--- src/logic/tmc16_pkg.sv ---
// Package of constants and types for the 16-bit timer core with byte access
package tmc16_pkg;

	// ----------------------------------------
	// Byte locations on the CPU data bus
	// ----------------------------------------
	localparam logic [2:0] TMC16_LOC_CNT_L = 3'h0; // Counter low byte
	localparam logic [2:0] TMC16_LOC_CNT_H = 3'h1; // Counter high byte
	localparam logic [2:0] TMC16_LOC_CMPA_L = 3'h2; // Compare A low byte
	localparam logic [2:0] TMC16_LOC_CMPA_H = 3'h3; // Compare A high byte
	localparam logic [2:0] TMC16_LOC_CMPB_L = 3'h4; // Compare B low byte
	localparam logic [2:0] TMC16_LOC_CMPB_H = 3'h5; // Compare B high byte
	localparam logic [2:0] TMC16_LOC_CAP_L = 3'h6; // Capture low byte
	localparam logic [2:0] TMC16_LOC_CAP_H = 3'h7; // Capture high byte

	// ----------------------------------------
	// Limits and reset values
	// ----------------------------------------
	localparam logic [15:0] TMC16_BOTTOM = 16'h0000;
	localparam logic [15:0] TMC16_MAX = 16'hFFFF;
	localparam logic [15:0] TMC16_TOP_8BIT = 16'h00FF;
	localparam logic [15:0] TMC16_TOP_9BIT = 16'h01FF;
	localparam logic [15:0] TMC16_TOP_10BIT = 16'h03FF;
	localparam logic [15:0] TMC16_RESET_WORD = 16'h0000;
	localparam logic [7:0] TMC16_RESET_BYTE = 8'h00;
	localparam logic [3:0] TMC16_RESET_FLAGS = 4'h0;

	// ----------------------------------------
	// Field positions in flag and mask vectors
	// ----------------------------------------
	localparam int TMC16_BIT_OVF = 0; // Overflow
	localparam int TMC16_BIT_CMPA = 1; // Compare A match
	localparam int TMC16_BIT_CMPB = 2; // Compare B match
	localparam int TMC16_BIT_CAP = 3; // Capture

	// ----------------------------------------
	// Prescaler and filter counts
	// ----------------------------------------
	localparam int TMC16_PRESC_WIDTH = 10; // Divides by up to 1024
	localparam int TMC16_FILTER_LEN = 4; // Equal samples needed by filter

	// ----------------------------------------
	// Enumerations
	// ----------------------------------------
	// Clock select codes, as 3-bit field
	typedef enum logic [2:0] {
		TMC16_CS_STOP, TMC16_CS_DIV1, TMC16_CS_DIV8, TMC16_CS_DIV64,
		TMC16_CS_DIV256, TMC16_CS_DIV1024, TMC16_CS_EXT_FALL, TMC16_CS_EXT_RISE
	} tmc16_clksel_type;

	// TOP source selection
	typedef enum logic [2:0] {
		TMC16_TOP_MAX, TMC16_TOP_FIX8, TMC16_TOP_FIX9, TMC16_TOP_FIX10,
		TMC16_TOP_CMPA, TMC16_TOP_CAP
	} tmc16_topsel_type;

endpackage

--- src/logic/tmc16_edge_if.sv ---
// Interface carrying the filtered capture and unfiltered count edge events between edge detector and core
interface tmc16_edge_if;
	logic capture_event; // One-cycle qualified capture edge
	logic count_event; // One-cycle qualified external count edge
	modport source (output capture_event, output count_event);
	modport sink (input capture_event, input count_event);
endinterface

--- src/logic/tmc16_core.sv ---
// Top of the 16-bit timer core with byte-wide CPU access through a shared latch
// Summary of operation
// - Power-off bit set keeps timer disabled
// - No clock source selected holds counter
// - Tick from prescaler or external pin edge
// - Compares run on each tick, match sets flag
// - Compare writes go through a buffer
// - Filtered capture edge copies counter unless capture is TOP
// - TOP fixed 0xFF/0x1FF/0x3FF, compare A, capture
// - Compare A as TOP gives no PWM
// - BOTTOM is zero, MAX is all ones
// - One shared high-byte latch per timer
// - High write to latch, low write commits
// - Low read copies high byte to latch
// - Compare reads bypass the latch
// - Four flags, each with its mask bit
// - Capture flag set with capture, one clears
// - CPU counter write beats clear and count
module tmc16_core
	import tmc16_pkg::*;
(
	input wire logic clock,
	input wire logic rst,
	input wire logic timer_power_off_bit,
	input wire logic [2:0] clock_select,
	input wire logic [2:0] top_select,
	input wire logic pwm_mode,
	input wire logic count_down,
	input wire logic filter_enable,
	input wire logic capture_rising,
	input wire logic [2:0] bus_addr,
	input wire logic bus_write,
	input wire logic bus_read,
	input wire logic [7:0] bus_wdata,
	input wire logic flag_write,
	input wire logic [3:0] flag_wdata,
	input wire logic mask_write,
	input wire logic [3:0] mask_wdata,
	input wire logic capture_input_pin,
	input wire logic external_count_pin,
	output logic [7:0] bus_rdata,
	output logic [3:0] interrupt_flag_register,
	output logic [3:0] interrupt_mask_register,
	output logic interrupt_request,
	output logic [15:0] counter_value,
	output logic compare_match_a,
	output logic compare_match_b,
	output logic pwm_output_a_allowed,
	output logic at_bottom,
	output logic at_max,
	output logic at_top,
	output logic timer_tick
);

	// ----------------------------------------
	// Edge detection
	// ----------------------------------------
	tmc16_edge_if edges ();

	tmc16_edge_detect u_edge (
		.clock(clock),
		.rst(rst),
		.capture_input_pin(capture_input_pin),
		.external_count_pin(external_count_pin),
		.filter_enable(filter_enable),
		.capture_rising(capture_rising),
		.count_rising(clock_select == TMC16_CS_EXT_RISE),
		.edges(edges)
	);

	// ----------------------------------------
	// State
	// ----------------------------------------
	typedef struct packed {
		logic [TMC16_PRESC_WIDTH-1:0] presc; // Prescaler count
		logic [15:0] cnt; // Counter
		logic [15:0] cmpa_buf; // Compare A buffer
		logic [15:0] cmpb_buf; // Compare B buffer
		logic [15:0] cmpa; // Active compare A
		logic [15:0] cmpb; // Active compare B
		logic [15:0] cap; // Capture value
		logic [7:0] latch; // Shared high-byte latch
		logic [3:0] flags; // Sticky event flags
		logic [3:0] mask; // Interrupt mask
		logic [7:0] rdata; // Read data
		logic irq; // Interrupt request
		logic tick; // Tick that counted this cycle, not a CPU counter write
		logic mat_a; // Match A pulse
		logic mat_b; // Match B pulse
		logic bot; // At BOTTOM
		logic mx; // At MAX
		logic tp; // At TOP
		logic pwm_a; // Compare A free for PWM
	} tmc16_state_type;

	tmc16_state_type s_q, s_d;

	// Prescaler tap selection; the prescaler runs free, so the first tick after a select change may come early
	function automatic logic presc_tap(input logic [2:0] cs, input logic [TMC16_PRESC_WIDTH-1:0] p);
		logic r;
		r = 1'b0;
		case (cs)
			TMC16_CS_DIV1: r = 1'b1;
			TMC16_CS_DIV8: r = &p[2:0];
			TMC16_CS_DIV64: r = &p[5:0];
			TMC16_CS_DIV256: r = &p[7:0];
			TMC16_CS_DIV1024: r = &p[9:0];
			default: r = 1'b0;
		endcase
		return r;
	endfunction

	// Next state of the whole core
	always_comb begin
		logic tick;
		logic [15:0] top;
		logic [15:0] next_cnt;
		logic [3:0] set_ev;
		logic cnt_written;
		logic buf_update;
		tick = 1'b0;
		top = TMC16_MAX;
		next_cnt = s_q.cnt;
		set_ev = 4'h0;
		cnt_written = 1'b0;
		buf_update = 1'b0;
		s_d = s_q;
		s_d.presc = s_q.presc + 1'b1;

		// TOP selection
		case (top_select)
			TMC16_TOP_FIX8: top = TMC16_TOP_8BIT;
			TMC16_TOP_FIX9: top = TMC16_TOP_9BIT;
			TMC16_TOP_FIX10: top = TMC16_TOP_10BIT;
			TMC16_TOP_CMPA: top = s_q.cmpa;
			TMC16_TOP_CAP: top = s_q.cap;
			default: top = TMC16_MAX;
		endcase

		// Tick source; power-off freezes everything but bus and flags
		if (timer_power_off_bit) begin
			tick = 1'b0;
			s_d.presc = s_q.presc;
		end else if (clock_select == TMC16_CS_STOP) begin
			tick = 1'b0;
		end else if (clock_select == TMC16_CS_EXT_FALL || clock_select == TMC16_CS_EXT_RISE) begin
			tick = edges.count_event;
		end else begin
			tick = presc_tap(clock_select, s_q.presc);
		end

		// Counting; wraps at TOP, or at BOTTOM when counting down
		if (tick) begin
			if (!count_down && s_q.cnt == top) begin
				next_cnt = TMC16_BOTTOM;
				set_ev[TMC16_BIT_OVF] = 1'b1;
				buf_update = 1'b1;
			end else if (count_down && s_q.cnt == TMC16_BOTTOM) begin
				next_cnt = top;
				set_ev[TMC16_BIT_OVF] = 1'b1;
				buf_update = 1'b1;
			end else if (count_down) begin
				next_cnt = s_q.cnt - 1'b1;
			end else begin
				next_cnt = s_q.cnt + 1'b1;
			end
		end

		// Compare units run every cycle the counter ticks
		if (tick && s_q.cnt == s_q.cmpa) begin
			set_ev[TMC16_BIT_CMPA] = 1'b1;
		end
		if (tick && s_q.cnt == s_q.cmpb) begin
			set_ev[TMC16_BIT_CMPB] = 1'b1;
		end
		s_d.mat_a = set_ev[TMC16_BIT_CMPA];
		s_d.mat_b = set_ev[TMC16_BIT_CMPB];

		// Capture copies the counter and sets its flag together
		if (edges.capture_event && !timer_power_off_bit && top_select != TMC16_TOP_CAP) begin
			s_d.cap = s_q.cnt;
			set_ev[TMC16_BIT_CAP] = 1'b1;
		end

		// Buffered compare values move in at the count-sequence wrap,
		// or at once outside PWM so plain compares take effect quickly
		if (buf_update || !pwm_mode) begin
			s_d.cmpa = s_q.cmpa_buf;
			s_d.cmpb = s_q.cmpb_buf;
		end

		// Byte writes from the CPU
		if (bus_write) begin
			if (bus_addr[0]) begin
				s_d.latch = bus_wdata;
			end else if (bus_addr == TMC16_LOC_CNT_L) begin
				next_cnt = {s_q.latch, bus_wdata};
				cnt_written = 1'b1;
			end else if (bus_addr == TMC16_LOC_CMPA_L) begin
				s_d.cmpa_buf = {s_q.latch, bus_wdata};
			end else if (bus_addr == TMC16_LOC_CMPB_L) begin
				s_d.cmpb_buf = {s_q.latch, bus_wdata};
			end else if (bus_addr == TMC16_LOC_CAP_L && top_select == TMC16_TOP_CAP) begin
				s_d.cap = {s_q.latch, bus_wdata}; // Writable only as TOP
			end
		end
		s_d.cnt = next_cnt;
		s_d.tick = tick && !cnt_written;

		// Byte reads; the read byte shows on the next cycle
		s_d.rdata = 8'h00;
		if (bus_read) begin
			if (bus_addr == TMC16_LOC_CNT_L) begin
				s_d.rdata = s_q.cnt[7:0];
				s_d.latch = s_q.cnt[15:8];
			end else if (bus_addr == TMC16_LOC_CAP_L) begin
				s_d.rdata = s_q.cap[7:0];
				s_d.latch = s_q.cap[15:8];
			end else if (bus_addr == TMC16_LOC_CMPA_L) begin
				s_d.rdata = s_q.cmpa_buf[7:0];
			end else if (bus_addr == TMC16_LOC_CMPA_H) begin
				s_d.rdata = s_q.cmpa_buf[15:8];
			end else if (bus_addr == TMC16_LOC_CMPB_L) begin
				s_d.rdata = s_q.cmpb_buf[7:0];
			end else if (bus_addr == TMC16_LOC_CMPB_H) begin
				s_d.rdata = s_q.cmpb_buf[15:8];
			end else begin
				s_d.rdata = s_q.latch;
			end
		end

		// Flags: write one clears, but a new event wins over the clear
		if (flag_write) begin
			s_d.flags = (s_q.flags & ~flag_wdata) | set_ev;
		end else begin
			s_d.flags = s_q.flags | set_ev;
		end
		if (mask_write) begin
			s_d.mask = mask_wdata;
		end
		s_d.irq = |(s_d.flags & s_d.mask);

		// Limit indicators on the next counter value
		s_d.bot = (next_cnt == TMC16_BOTTOM);
		s_d.mx = (next_cnt == TMC16_MAX);
		s_d.tp = (next_cnt == top);
		s_d.pwm_a = !(pwm_mode && top_select == TMC16_TOP_CMPA);
	end

	// Register the state; everything zero after reset except bot and pwm_a, which reset to one
	always_ff @(posedge clock) begin
		if (rst) begin
			s_q <= '0;
			s_q.bot <= 1'b1;
			s_q.pwm_a <= 1'b1;
		end else begin
			s_q <= s_d;
		end
	end

	// ----------------------------------------
	// Outputs, all straight from flip-flops
	// ----------------------------------------
	assign bus_rdata = s_q.rdata;
	assign interrupt_flag_register = s_q.flags;
	assign interrupt_mask_register = s_q.mask;
	assign interrupt_request = s_q.irq;
	assign counter_value = s_q.cnt;
	assign compare_match_a = s_q.mat_a;
	assign compare_match_b = s_q.mat_b;
	assign pwm_output_a_allowed = s_q.pwm_a;
	assign at_bottom = s_q.bot;
	assign at_max = s_q.mx;
	assign at_top = s_q.tp;
	assign timer_tick = s_q.tick;

endmodule

--- src/logic/tmc16_edge_detect.sv ---
// Noise filter for the capture pin and edge detection for the capture and external count pins
module tmc16_edge_detect
	import tmc16_pkg::*;
(
	input wire logic clock,
	input wire logic rst,
	input wire logic capture_input_pin,
	input wire logic external_count_pin,
	input wire logic filter_enable,
	input wire logic capture_rising,
	input wire logic count_rising,
	tmc16_edge_if.source edges
);

	// ----------------------------------------
	// State
	// ----------------------------------------
	typedef struct packed {
		logic [TMC16_FILTER_LEN-1:0] cap_hist; // Recent capture pin samples
		logic cap_level; // Accepted capture level
		logic cnt_prev; // Last count pin sample
		logic cap_evt; // Capture edge pulse
		logic cnt_evt; // Count edge pulse
	} tmc16_edge_state_type;

	tmc16_edge_state_type state_q, state_d;

	// Filter needs all samples equal before level changes; costs extra latency
	always_comb begin
		logic new_level;
		new_level = state_q.cap_level;
		state_d = state_q;
		state_d.cap_hist = {state_q.cap_hist[TMC16_FILTER_LEN-2:0], capture_input_pin};
		if (!filter_enable) begin
			new_level = capture_input_pin; // Filter bypassed
		end else if (&state_d.cap_hist) begin
			new_level = 1'b1;
		end else if (~|state_d.cap_hist) begin
			new_level = 1'b0;
		end
		state_d.cap_level = new_level;
		// Qualifying edge only in the chosen direction
		state_d.cap_evt = (new_level != state_q.cap_level) && (new_level == capture_rising);
		state_d.cnt_prev = external_count_pin;
		state_d.cnt_evt = (external_count_pin != state_q.cnt_prev) && (external_count_pin == count_rising);
	end

	// Register the state; synchronous reset
	always_ff @(posedge clock) begin
		if (rst) begin
			state_q <= '0;
		end else begin
			state_q <= state_d;
		end
	end

	assign edges.capture_event = state_q.cap_evt;
	assign edges.count_event = state_q.cnt_evt;

endmodule

--- config.mk ---
export PLATFORM = sky130hd
export DESIGN_NAME = tmc16_core
export DESIGN_NICKNAME = d
export VERILOG_FILES = /design/src/logic/tmc16_pkg.sv /design/src/logic/tmc16_edge_if.sv /design/src/logic/tmc16_core.sv /design/src/logic/tmc16_edge_detect.sv
export SDC_FILE = /design/constraint.sdc
export NUM_CORES = 1
export LEC_CHECK = 0
export BUFFER_PORTS_ARGS = -buffer_cell sky130_fd_sc_hd__buf_2
export CAP_MARGIN = 10
export CORE_MARGIN = 1
export CORE_UTILIZATION = 45
export CTS_CLUSTER_SIZE = 25
export DETAILED_ROUTE_END_ITERATION = 8
export SLEW_MARGIN = 20
export SYNTH_ARGS = -nofsm -noshare
export SYNTH_HDL_FRONTEND = slang
export SYNTH_SLANG_ARGS = --single-unit
--- constraint.sdc ---
create_clock -name clock -period 4.6 [get_ports clock]
set_input_delay 0.46 -clock clock [delete_from_list [all_inputs] [get_ports clock]]
set_output_delay 0.46 -clock clock [all_outputs]
set_load 0.02 [all_outputs]
==> results.json <==
{
  "initial_utilization_pct": 45.8,
  "multi_input_area_um2": 5360,
  "finalNetCount": 1221,
  "grt_util_all_layers_pct": 28.8,
  "critPathKind": "in2reg",
  "synth-edff-count": 0,
  "drv_cap": 0,
  "first_iter_violations": 894,
  "hold_path_class": "in2reg",
  "crit_slowest_cell": "a31oi_1",
  "grt_max_degree": 86,
  "final-seq-area_um2": 2900,
  "pin_count": 78,
  "holdPathStages": 2,
  "reg2reg_depth": 12,
  "power_density_nw_per_um2": 363,
  "final_area_um2": 9870,
  "path_max_fanout": 16,
  "hold_violations": 0,
  "rsz0062_at_grt": "no",
  "clkLatencyLatePin_ns": 0.43,
  "hpwl_mm": 20.8,
  "tns_ns": 0,
  "drtPass1Iterations": 5,
  "required_ns": 4.97,
  "clk_path_buf_depth": 2,
  "setup_slack_ns": 0.576,
  "grt_remaining_overflow": 0,
  "num_antenna_cells": 0,
  "maxClockFrequency_mhz": 248,
  "yosysMostFrequentCell": "nand2_1",
  "fp.dieH_um": 143,
  "ys.flop_type": "dfxtp_1",
  "final_util_pct": 50.9,
  "power.total_mw": 3.59,
  "fp.coreArea_um2": 19400,
  "grt_pass1_vias": 7768,
  "setup_viol": 0,
  "clock_sink_count": 145,
  "synthTopCellsByArea": "dfxtp_1, nand2_1, a21oi_1, nor2_1, mux2i_1",
  "antenna_found_initial": 0,
  "synth.distinct_cells": 71,
  "gp_congestion": 0.963,
  "hold_start": "pwm_mode",
  "fillers": 1949,
  "drcViolationCount": 0,
  "netlist_area_um2": 8890,
  "yosysTopAreaCell": "dfxtp_1",
  "pre_cts_ws_ns": 0.297,
  "min_to": "pwm_output_a_allowed",
  "die_w_um": 143,
  "finalCritPeriodShare_pct": 87.5,
  "drt.antenna.violating_nets": 0,
  "cts_root_buf": "clkbuf_16",
  "drive_gt1_share_pct": 14.1,
  "avgViaCountPerCell": 5.97,
  "fin_worst_skew_ns": 0.00777,
  "wirelength_mm": 28.7,
  "cp-end-kind": "register",
  "routedWlPerCell_um": 19.9,
  "grt_pass1_wl_mm": 44.2,
  "cts_resized": 0,
  "rows": 51,
  "relSlewSlack_pct": 29.4,
  "vdd_drop_max_mv": 0.287,
  "synth.net_count": 1215,
  "async_flop_share_pct": 0,
  "worst_pin_slew_ns": 1.06,
  "r2r_slack_ns": 0.74,
  "yosysSeqAreaShare_pct": 32.6,
  "dieArea_um2": 20300,
  "synth_common_cells": "nand2_1, dfxtp_1, nor2_1",
  "cts-htree-levels": 4,
  "area_growth_pct": 11.0,
  "power.leakage_nw": 3.96,
  "maxSlewViolCount": 0,
  "syn_area_per_cell_um2": 7.68,
  "cts_tree": "built",
  "r2r-start": "counter_value[1]",
  "worstPathArrival_ns": 4.40,
  "synth_cells": 1158,
  "cp-start-kind": "primary input",
  "vias": 8597,
  "r2r-end": "at_max",
  "cts.clk_slew.worst_paths_ns": 0.06,
  "synthDominantCellAreaShare_pct": 32.6,
  "dpl_cell_area_um2": 9220,
  "cts_setup_buffers": 0,
  "cpPeakStageDelay_ns": 0.42,
  "synth-seq-cells": 145,
  "cts_buffers": 17,
  "outcome": "completed",
  "ys_warn_count": 0,
  "path_cells": "buf_2 -> inv_1 -> ha_1 -> nor2_1 -> nand3_1 -> o21bai_1 -> a221oi_1 -> and4_1 -> nand2_1 -> a31oi_1 -> o21ai_0 -> or3_1 -> nor4_1 -> a41o_1",
  "port_buffers": 77,
  "hold_buffers": 0,
  "min_period_ns": 4.02
}
-- layer usage --
layer,track usage [%],vias to the layer above,wire length [µm]
li1,-,4086,-
met1,40.0,4040,13000
met2,44.2,400,12500
met3,5.08,71,2280
met4,10.6,0,866
met5,0,-,0
-- where the power goes --
part | switching, mW | internal, mW
registers | 0.0662 | 1.29
logic | 0.427 | 0.253
clock network | 0.570 | 0.978
total | 1.06 | 2.52
-- cells by family (layout without fill, tap and decap cells) --
logic type	after synthesis	after routing	synth area share [%]
mux	59	59	6.98
fa+ha+maj	19	19	2.76
compound gates	291	291	20.8
simple gates	451	451	23.1
xor+xnor	66	66	6.50
buf+inv	127	145	7.16
flops	145	145	32.6
-- cell usage in the layout (no fill, tap or decap), drive strengths merged, types with 18 or more instances in the layout --
cell type    n
a211oi      29
a21oi      118
buf        101
clkbuf      19
dfxtp      145
ha          18
mux2        18
mux2i       41
nand2      196
nor2       120
nor3        19
nor4        19
o21ai       39
o22ai       18
xnor2       30
xor2        36
-- worst max-delay path by stage --
stage	from	endpoint	depth (start not counted)
6_report	top_select[2]	at_bottom	14
5_1_grt	top_select[2]	at_bottom	14
4_1_cts	top_select[2]	at_bottom	14
3_5_place_dp	top_select[2]	at_bottom	14
3_3_place_gp	top_select[2]	at_bottom	14
2_1_floorplan	top_select[2]	at_top	16
-- critical path, delay by kind of cell --
kind / cells / cell delay (ns)
and+or+nand+nor: 6 / 1.91
AOI/OAI and AO/OA: 5 / 1.40
adders and majority gates: 1 / 0.38
buffers and inverters: 2 / 0.22
-- stage by stage --
| stage | hold slack (ns) | instances |
|---|---|---|
| finish | 0.236 | 1441 |
| CTS | 0.228 | 1441 |
| global placement | 0.448 | 1410 |
| floorplan | 0.432 | 1158 |
| global route | 0.247 | 1441 |
| detailed placement | 0.451 | 1410 |
-- cell type report --
type | instances | share of cell area (%)
Multi-Input combinational cell | 886 | 54.3
Timing Repair Buffer | 101 | 5.88
Clock buffer | 19 | 4.49
Sequential cell | 145 | 29.4
Clock inverter | 12 | 2.10
Tap cell | 265 | 3.36
Inverter | 13 | 0.494
-- sequential cells by signal, indices dropped and copies added, names as in the netlist, 2 cells and up --
name,count
counter_value,16
u_edge.state_q,2
u_edge.state_d,3
s_q,98
bus_rdata,8
interrupt_mask_register,4
interrupt_flag_register,4
(Power assumes the default switching activity.)
